[config.mk]
export PLATFORM = sky130hd
export DESIGN_NAME = psc_synth_ctrl
export DESIGN_NICKNAME = d
export VERILOG_FILES = /design/src/design/psc_pkg.sv /design/src/design/psc_synth_ctrl.sv
export VERILOG_INCLUDE_DIRS = /design/src /design/src/design
export SDC_FILE = /design/constraint.sdc
export NUM_CORES = 1
export LEC_CHECK = 0
export BUFFER_PORTS_ARGS = -buffer_cell sky130_fd_sc_hd__buf_2
export CAP_MARGIN = 20
export CORE_MARGIN = 5
export CORE_UTILIZATION = 43
export CTS_BUF_LIST = sky130_fd_sc_hd__clkbuf_4 sky130_fd_sc_hd__clkbuf_8
export CTS_CLUSTER_DIAMETER = 80
export CTS_CLUSTER_SIZE = 12
export DETAILED_ROUTE_END_ITERATION = 16
export GPL_TIMING_DRIVEN = 0
export PLACE_DENSITY_LB_ADDON = 0.05
export SYNTH_ARGS = -nofsm -noshare
export SYNTH_HDL_FRONTEND = slang
export SYNTH_SLANG_ARGS = --single-unit
[constraint.sdc]
create_clock -name core_clk -period 4.1 [get_ports core_clk]
set_input_delay 0.205 -clock core_clk [delete_from_list [all_inputs] [get_ports core_clk]]
set_output_delay 0.205 -clock core_clk [all_outputs]
set_load 0.1 [all_outputs]
[src/design/psc_defs.svh]
`ifndef PSC_DEFS_SVH
`define PSC_DEFS_SVH

// Register addresses
`define PSC_ADDR_MODE 8'h10
`define PSC_ADDR_REFSEL 8'h11
`define PSC_ADDR_LOCK 8'h12
`define PSC_ADDR_DIVR 8'h13

// Mode register fields
`define PSC_SWLSB_BIT 3
`define PSC_MODE_OFF 4'h0
`define PSC_MODE_DIRECT 4'h1
`define PSC_MODE_SW_LOW 4'h2
`define PSC_MODE_SW_HIGH 4'h3

// Reference select values
`define PSC_REF_DISABLE 4'hf
`define PSC_REF_BAD0 4'hb
`define PSC_REF_BAD1 4'he

// Reset values
`define PSC_MODE_RST 4'h0
`define PSC_DIVR_RST 16'h0000

// Reference divider counts at crystal ticks (4.5 MHz base)
`define PSC_XTAL_KHZ 4500

`endif

[src/design/psc_pkg.sv]
package psc_pkg;

    typedef enum logic [1:0] {
        PSC_RUN = 2'b00,
        PSC_VCO_OFF = 2'b01,
        PSC_FULL_OFF = 2'b10
    } psc_state_e;

    typedef struct packed {
        logic wr;
        logic rd;
        logic [7:0] addr;
        logic [15:0] wdata;
    } psc_bus_s;

    typedef struct packed {
        logic out;
        logic oe;
    } psc_pin_s;

endpackage

[src/design/psc_synth_ctrl.sv]
`timescale 1ns/100ps
`include "psc_defs.svh"
module psc_synth_ctrl #(
    parameter int NW = 17
) (
    input wire logic core_clk,
    input wire logic rst_n,
    input wire logic clk_en,
    input wire logic chip_enable,
    input wire logic watchdog_stack_reset,
    input wire logic clock_stop_exec,
    input wire logic halt_state,
    input wire logic xtal_tick,
    input wire psc_pkg::psc_bus_s bus,
    output logic [3:0] rdata,
    input wire logic low_band_vco_input,
    input wire logic high_band_vco_input,
    output logic low_band_vco_pulldown,
    output logic high_band_vco_pulldown,
    output psc_pkg::psc_pin_s error_out_high,
    output psc_pkg::psc_pin_s error_out_low,
    output logic ref_out,
    output logic div_out
);
    logic [3:0] mode;
    logic [3:0] refsel;
    logic [15:0] divider_value_register;
    logic swallow_lsb_flag;
    logic unlock_flag;
    logic [NW-1:0] div_cnt;
    logic [15:0] ref_cnt;
    logic vco_d;
    logic ref_pulse;
    logic div_pulse;
    logic up_req;
    logic dn_req;
    psc_pkg::psc_state_e state;
    logic [3:0] next_mode;
    logic [3:0] next_refsel;
    logic [15:0] next_divr;
    logic next_swlsb;
    logic next_unlock;
    logic [NW-1:0] next_div_cnt;
    logic [15:0] next_ref_cnt;
    logic next_vco_d;
    logic next_ref_out;
    logic next_div_out;
    logic next_up;
    logic next_dn;
    logic [3:0] next_rdata;
    logic [NW-1:0] n_val;
    logic vco_sel;
    logic [15:0] ref_div;

    // Crystal ticks per reference period
    function automatic logic [15:0] ref_period(input logic [3:0] code);
        case (code)
            4'h0: ref_period = 16'h0e10;
            4'h1: ref_period = 16'h0708;
            4'h2: ref_period = 16'h0384;
            4'h3: ref_period = 16'h01c2;
            4'h4: ref_period = 16'h02d0;
            4'h5: ref_period = 16'h0168;
            4'h6: ref_period = 16'h00b4;
            4'h7: ref_period = 16'h005a;
            4'h8: ref_period = 16'h05dc;
            4'h9: ref_period = 16'h01f4;
            4'ha: ref_period = 16'h00fa;
            4'hc: ref_period = 16'h1194;
            4'hd: ref_period = 16'h00e1;
            default: ref_period = 16'h0000;
        endcase
    endfunction

    // Division mode field only; bit 3 carries the swallow LSB
    function automatic logic [3:0] div_mode(input logic [3:0] m);
        div_mode = {2'b00, m[1:0]};
    endfunction

    always_comb begin
        if (!chip_enable || refsel == `PSC_REF_DISABLE || refsel == `PSC_REF_BAD0
            || refsel == `PSC_REF_BAD1) begin
            state = psc_pkg::PSC_FULL_OFF;
        end else if (div_mode(mode) == `PSC_MODE_OFF) begin
            state = psc_pkg::PSC_VCO_OFF;
        end else begin
            state = psc_pkg::PSC_RUN;
        end
    end

    always_comb begin
        case (div_mode(mode))
            `PSC_MODE_SW_HIGH: begin
                vco_sel = high_band_vco_input & (state == psc_pkg::PSC_RUN);
            end
            `PSC_MODE_DIRECT,
            `PSC_MODE_SW_LOW: begin
                vco_sel = low_band_vco_input & (state == psc_pkg::PSC_RUN);
            end
            default: vco_sel = 1'b0;
        endcase
        if (div_mode(mode) == `PSC_MODE_DIRECT) begin
            n_val = NW'({5'h00, divider_value_register[15:4]});
        end else begin
            n_val = NW'({divider_value_register, swallow_lsb_flag});
        end
        ref_div = ref_period(refsel);
        low_band_vco_pulldown = (state != psc_pkg::PSC_RUN)
            || div_mode(mode) == `PSC_MODE_SW_HIGH;
        high_band_vco_pulldown = (state != psc_pkg::PSC_RUN)
            || div_mode(mode) != `PSC_MODE_SW_HIGH;
    end

    assign div_pulse = vco_sel & ~vco_d;
    assign ref_pulse = xtal_tick && ref_cnt == 16'd0 && state != psc_pkg::PSC_FULL_OFF;

    always_comb begin
        next_mode = mode;
        next_refsel = refsel;
        next_divr = divider_value_register;
        next_swlsb = swallow_lsb_flag;
        next_unlock = unlock_flag;
        next_div_cnt = div_cnt;
        next_ref_cnt = ref_cnt;
        next_vco_d = vco_sel;
        next_ref_out = 1'b0;
        next_div_out = 1'b0;
        next_up = up_req;
        next_dn = dn_req;
        next_rdata = rdata;
        if (bus.wr) begin
            case (bus.addr)
                `PSC_ADDR_MODE: next_mode = bus.wdata[3:0];
                `PSC_ADDR_REFSEL: next_refsel = bus.wdata[3:0];
                `PSC_ADDR_DIVR: begin
                    next_divr = bus.wdata;
                    next_swlsb = mode[`PSC_SWLSB_BIT];
                end
                default: next_divr = divider_value_register;
            endcase
        end
        if (bus.rd) begin
            case (bus.addr)
                `PSC_ADDR_MODE: next_rdata = mode;
                `PSC_ADDR_REFSEL: next_rdata = refsel;
                `PSC_ADDR_LOCK: next_rdata = {3'b000, unlock_flag};
                default: next_rdata = 4'h0;
            endcase
        end
        if (state == psc_pkg::PSC_FULL_OFF) begin
            next_div_cnt = '0;
            next_ref_cnt = 16'd0;
            next_up = 1'b0;
            next_dn = 1'b0;
        end else begin
            if (xtal_tick) begin
                next_ref_cnt = (ref_cnt == 16'd0) ? ref_div - 16'd1 : ref_cnt - 16'd1;
            end
            if (div_pulse) begin
                // Reload with N so that a pulse falls every N input edges
                next_div_cnt = (div_cnt <= NW'(1)) ? n_val : div_cnt - NW'(1);
                next_div_out = (div_cnt <= NW'(1));
            end
            next_ref_out = ref_pulse;
            // Phase detector: each edge raises its side, a pair cancels
            if (ref_pulse && !next_div_out) begin
                next_up = dn_req ? 1'b0 : 1'b1;
                next_dn = 1'b0;
            end else if (next_div_out && !ref_pulse) begin
                next_dn = up_req ? 1'b0 : 1'b1;
                next_up = 1'b0;
            end else if (ref_pulse && next_div_out) begin
                next_up = 1'b0;
                next_dn = 1'b0;
            end
        end
        if (bus.rd && bus.addr == `PSC_ADDR_LOCK) begin
            next_unlock = 1'b0;
        end
        if (ref_pulse && (up_req || dn_req)) begin
            next_unlock = 1'b1;
        end
        if (watchdog_stack_reset || clock_stop_exec) begin
            next_refsel = `PSC_REF_DISABLE;
        end
    end

    always_ff @(posedge core_clk or negedge rst_n) begin
        if (!rst_n) begin
            mode <= `PSC_MODE_RST;
            refsel <= `PSC_REF_DISABLE;
            divider_value_register <= `PSC_DIVR_RST;
            swallow_lsb_flag <= 1'b0;
            unlock_flag <= 1'b0;
            div_cnt <= '0;
            ref_cnt <= 16'd0;
            vco_d <= 1'b0;
            ref_out <= 1'b0;
            div_out <= 1'b0;
            up_req <= 1'b0;
            dn_req <= 1'b0;
            rdata <= 4'h0;
        end else if (clk_en) begin
            // Chip enable low stops the loop but keeps registers
            mode <= next_mode;
            refsel <= next_refsel;
            divider_value_register <= next_divr;
            swallow_lsb_flag <= next_swlsb;
            unlock_flag <= next_unlock;
            div_cnt <= next_div_cnt;
            ref_cnt <= next_ref_cnt;
            vco_d <= next_vco_d;
            ref_out <= next_ref_out;
            div_out <= next_div_out;
            up_req <= next_up;
            dn_req <= next_dn;
            rdata <= next_rdata;
        end
    end

    // Charge pump: up drives low, down drives high, idle floats
    always_comb begin
        error_out_high.out = dn_req;
        error_out_low.out = dn_req;
        error_out_high.oe = (state != psc_pkg::PSC_FULL_OFF) && (up_req || dn_req);
        error_out_low.oe = error_out_high.oe;
    end

    chk_full_off_float: assert property (@(posedge core_clk) disable iff (!rst_n)
        (state == psc_pkg::PSC_FULL_OFF) |-> !error_out_high.oe && !error_out_low.oe)
        else $error("error outputs driven while disabled");
    chk_ce_low_off: assert property (@(posedge core_clk) disable iff (!rst_n)
        !chip_enable |-> low_band_vco_pulldown && high_band_vco_pulldown && !ref_pulse)
        else $error("synthesizer active with chip enable low");
    chk_ref_disable: assert property (@(posedge core_clk) disable iff (!rst_n)
        (refsel == `PSC_REF_DISABLE) |-> state == psc_pkg::PSC_FULL_OFF)
        else $error("reference code 1111 did not disable");
    chk_vco_off_run: assert property (@(posedge core_clk) disable iff (!rst_n)
        (chip_enable && div_mode(mode) == `PSC_MODE_OFF && refsel < `PSC_REF_BAD0) |->
        low_band_vco_pulldown && high_band_vco_pulldown && state == psc_pkg::PSC_VCO_OFF)
        else $error("mode zero did not isolate only the inputs");
    chk_lock_read: assert property (@(posedge core_clk) disable iff (!rst_n || !clk_en)
        (bus.rd && bus.addr == `PSC_ADDR_LOCK) |=> rdata[3:1] == 3'b000
        && rdata[0] == $past(unlock_flag))
        else $error("lock status read wrong");
    chk_read_clear: assert property (@(posedge core_clk) disable iff (!rst_n || !clk_en)
        (bus.rd && bus.addr == `PSC_ADDR_LOCK && !(ref_pulse && (up_req || dn_req)))
        |=> !unlock_flag)
        else $error("unlock flag not cleared by read");
    chk_wdt_refsel: assert property (@(posedge core_clk) disable iff (!rst_n || !clk_en)
        (watchdog_stack_reset || clock_stop_exec) |=> refsel == `PSC_REF_DISABLE)
        else $error("reset event did not disable reference");
    chk_lsb_capture: assert property (@(posedge core_clk) disable iff (!rst_n || !clk_en)
        (bus.wr && bus.addr == `PSC_ADDR_DIVR) |=>
        swallow_lsb_flag == $past(mode[`PSC_SWLSB_BIT]))
        else $error("swallow lsb not captured on data write");
    chk_high_band: assert property (@(posedge core_clk) disable iff (!rst_n)
        (state == psc_pkg::PSC_RUN && div_mode(mode) == `PSC_MODE_SW_HIGH) |->
        low_band_vco_pulldown && !high_band_vco_pulldown)
        else $error("high band input not selected");
    chk_halt_keep: assert property (@(posedge core_clk) disable iff (!rst_n || !clk_en)
        (halt_state && chip_enable && !bus.wr && !watchdog_stack_reset && !clock_stop_exec)
        |=> mode == $past(mode) && refsel == $past(refsel))
        else $error("halt changed synthesizer settings");
endmodule

# Yosys cells after proc, flatten, opt, wreduce, memory -nomap -nowiden
# Memories as Yosys holds them, arrays and structs flattened.
# Index checks and enable logic that the tools add are counted.
# op_classes
add_sub_neg	3
n_lt_le_gt_ge	1
n_eq_ne	13
mux	29
n_bitwise	4
reduce_logical	37
# ops
operator	n
two-way mux 17 bit	4
two-way mux 16 bit	3
== test 8 x 5 -> 1 bit, second input constant	4
subtractor 16 x 1 -> 16 bit, second input constant	2
less-or-equal comparator 17 x 1 -> 1 bit, second input constant	1
subtractor 17 x 1 -> 17 bit, second input constant	1
zero test 16 bit	1
two-way mux 1 bit	16
== test 4 bit, second input constant	3
two-way mux 4 bit	3
one-hot mux 4 bit (3 select lines)	1
nonzero test 2 bit	6
AND reduction 2 bit	5
AND reduction 3 bit	3
logical AND 1 bit	8
logical OR 1 bit	7
== test 2 bit, second input constant	3
zero test 2 bit	2
!= test 2 bit, second input constant	2
nonzero test 4 bit	1
bitwise AND 1 bit	3
zero test 1 bit	3
== test 2 x 1 -> 1 bit, second input constant	1
two-way mux 2 bit	1
3 further kinds	3
# totals
register_bits	68
rom_bits	208
input_bits	36
word_cells	101
mem_count	1
# mem_list
memory	depth	word_bits	read_ports	rd_clocked_by_memory_dff	write_ports	line	rtl
(no name shown)	16	13	1	0	0	psc_synth_ctrl.sv:57	case (code)

# Longest topological paths before layout
# depth
depth_word	16
depth_mapped	14
depth_no_buf	13

# Worst setup path before layout
# Ideal clock, no wire load.
# synth_timing
path_type	register to output
start	register refsel[0]
end	output port error_out_low[0] (netlist name)
arrival_ns	3.141
path_slack_ns	0.754
path_stages_with_launch	8
n_path_buf	2
path_cell_list	dfstp_2 -> buf_4 -> inv_1 -> ha_1 -> a21oi_1 -> o21ai_1 -> nor2_1 -> buf_4
# synth_lines
element	line	rtl
start, declared	psc_synth_ctrl.sv:26	logic [3:0] refsel;
start signal, assigned	psc_synth_ctrl.sv:191	refsel <= `PSC_REF_DISABLE;
start signal, assigned	psc_synth_ctrl.sv:206	refsel <= next_refsel;
end, declared	psc_synth_ctrl.sv:21	output psc_pkg::psc_pin_s error_out_low,

# Worst setup path in the final report
# layout_timing
start	register refsel[1]
end	register ref_cnt[13]
# layout_between
elab_chain_cells	8
elab_cells_between_ends	15
cone_classes	1 x add/sub; 4 x eq/ne; 4 x mux; 5 x reduce/logical; 1 x memory
# layout_rtl
element	line	rtl
parallel branches: the longest is 8 deep, another holds subtractor 16 x 1 -> 16 bit	n/a	
end signal, assigned	psc_synth_ctrl.sv:211	ref_cnt <= next_ref_cnt;
end, declared	psc_synth_ctrl.sv:31	logic [15:0] ref_cnt;
# Several ways; the timed one is not identified. The select of a mux whose other input is x is not followed.
# A chain may end at the register's enable or synchronous reset.

==> out/results.tsv <==
metric	value	unit
run status	finished clean	
initial drt markers	300	
post-route ant nets	0	
clk_skew	0.0128	ns
final setup fails	0	
grt ovf	0	
final WL	12.0	mm
min-delay worst type	in2reg	
routed via count	4039	
Worst setup SP type	flop	
sequential cell area fraction in the yosys report	0.384	
worst-path fanout max	10	
Vias/cell	5.72	
Final Power	0.00331	W
Max Slew Vio Count	0	
count of cell types in the netlist	63	
diode count	0	
Crit. End Element	flop	
CTS clk-pin slew, worst paths	0.09	ns
multi-input logic area	2530	um2
Post-Syn Area	4440	um2
Yosys reg bits	68	
commonest non-fill, non-tap cell in the layout	dfrtp_1	
clk sinks	68	
die area	12500	um2
GRT Total Usage	0.196	
largest net degree at the start of global routing	69	
initial antenna violation count	1	
Worst R2R Setup Slack	0.67	ns
row count	37	
R2R depth	11	
fmax	0.292	GHz
Clock Path Buffers	2	
Peak VDD IR	0.000371	V
Die Width	112	um
DP Wirelength	8.91	mm
ys flop type	dfrtp_1	
gpl congestion	0.904	
final hold violations	0	
warnings from Yosys	0	
htree depth	3	
First-pass DRT Iterations	5	
P&R area growth vs syn	14.4	%
min cycle time layout	3.43	ns
fin nets	612	
io pins	48	
leakage	2.34	nW
Tcrit/Tclk final	0.836	
Async S/R FF share, synth	1.00	
Crit path required time	4.41	ns
crit path DAT	3.74	ns
crit path launch	refsel[1]$_DFFE_PN1P_	
share of post-route cells with drive strength above 1	0.193	
CTS tree	built	
root buffer cell	clkbuf_8	
setup TNS	0	ns
Syn Area/Cell	8.76	um2
Critical R2R Launch	refsel[1]$_DFFE_PN1P_	
first-pass GRT wire length	19.9	mm
RSZ-0062 raised after global routing	no	
most frequent cells in the layout	dfrtp_1 (64), nor2_1 (55), nand2_1 (48), buf_2 (48), o21ai_0 (47)	
FF/Latch Area	1710	um2
core area	10200	um2
Fillers	1036	
post-DR wirelength/cell	17.0	um
Cells after Synth	507	
Clk Latency, worst-skew pair	0.37	ns
Mapped Nets	554	
DIE HEIGHT	112	um
Post-synth EDFFs	0	
max cap viols	0	
Slew @ Worst Pin	0.861	ns
initial core utilization	0.436	
end point of the critical path	ref_cnt[13]$_DFFE_PN0P_	
total power per unit cell area	650	nW/um2
Slew HR	0.421	
worst r2r dst	ref_cnt[13]$_DFFE_PN0P_	
DRC	0	
critical path class	reg2reg	
vias in the first global route	3829	
TritonCTS buffer count	9	
I/O Buffers	45	
[worst min path at each step]
stage	from	endpoint	slack (ns)	depth (start not counted)
floorplan	rst_n	div_cnt[0]$_DFFE_PN0P_	-0.09	0
global placement	bus[15]	divider_value_register[15]$_DFFE_PN0P_	0.44	2
detailed placement	rst_n	ref_cnt[0]$_DFFE_PN0P_	0.24	2
CTS	bus[5]	divider_value_register[5]$_DFFE_PN0P_	0.04	2
global route	bus[13]	divider_value_register[13]$_DFFE_PN0P_	0.05	2
finish	bus[11]	divider_value_register[11]$_DFFE_PN0P_	0.06	2
[layer usage]
layer  GRT usage  up-vias  part of all wire
li1            -     1981                 -
met1       0.299     1945              0.52
met2       0.270       98              0.42
met3      0.0500       13             0.051
met4      0.0584        2             0.014
met5           0        -            0.0011
[state kept, by name, summed over array words and instances, names as in the netlist]
signal                  flops
ref_out                     1
ref_cnt                    16
refsel                      4
swallow_lsb_flag            1
up_req                      1
mode                        4
vco_d                       1
div_cnt                    17
divider_value_register     16
div_out                     1
dn_req                      1
unlock_flag                 1
rdata                       4
[through the flow]
| step | instances | worst slack [ns] | util | area (um2) | hold slack, ns |
|---|---|---|---|---|---|
| finish | 706 | 0.672 | 0.499 | 5080 | 0.0617 |
| CTS | 706 | 0.704 | 0.499 | 5080 | 0.0421 |
| global route | 706 | 0.331 | 0.499 | 5080 | 0.0467 |
| detailed placement | 689 | 0.726 | 0.478 | 4870 | 0.245 |
| floorplan | 507 | 0.754 | - | 4440 | -0.0906 |
| global placement | 688 | 0.716 | 0.475 | 4840 | 0.438 |
[layout make-up]
cell class                 instances  share of cell area
clock inverter                     7              0.0158
sequential                        68               0.336
multi-input combinational        395               0.498
tap                              136              0.0335
clock buffer                       9              0.0244
inverter                          17              0.0126
buffer                            27              0.0276
timing repair buffer              47              0.0522
[worst max-delay path, stage by stage (launching register included)]
cell      delay (ns)
dfstp_2         0.63
buf_2           0.24
inv_1           0.17
ha_1            0.21
buf_2           0.17
nand2b_4        0.17
a31oi_4         0.20
o21ai_2         0.12
o41ai_2         0.59
nand3_2         0.24
or4_1           0.54
nand3_1         0.09
[Yosys cell counts (all sizes together), types with 6 or more instances]
| library cell | n | area share |
|---|---|---|
| nand3 | 11 | 0.014 |
| buf | 11 | 0.018 |
| or3 | 7 | 0.0099 |
| nor2 | 55 | 0.046 |
| nand2 | 48 | 0.041 |
| and3 | 6 | 0.0084 |
| clkbuf | 16 | 0.014 |
| o31ai | 12 | 0.020 |
| nor2b | 7 | 0.0099 |
| o21ai | 52 | 0.060 |
| nor4 | 12 | 0.018 |
| mux2i | 23 | 0.052 |
| nor3 | 18 | 0.021 |
| mux2 | 19 | 0.048 |
| a31oi | 9 | 0.016 |
| inv | 17 | 0.014 |
| dfrtp | 64 | 0.36 |
| a21oi | 30 | 0.034 |
| ha | 11 | 0.031 |
[cells by family after synthesis]
group                    after synthesis  synth area share
multiplexers                          42             0.100
AO/OA/AOI/OAI                        148             0.218
adder cells (fa/ha/maj)               11            0.0310
flip-flops                            68             0.384
buffers and inverters                 44            0.0459
AND/OR/NAND/NOR                      192             0.217
XOR/XNOR                               2           0.00394
[report_power, final]
group          leakage (nW)  switching [W]  internal, W
Clock                0.0973       0.000301     0.000289
Sequential            0.920      0.0000772     0.000748
Combinational          1.33        0.00125     0.000640
[timing repair]
action | 4_1_cts | 5_1_grt
buffers inserted | 0 | 0
hold buffers | 1 | 0
hold endpoints to repair | 64 | 0
resized for setup | 0 | 0
Note: power is estimated with default switching activity, not from simulation.
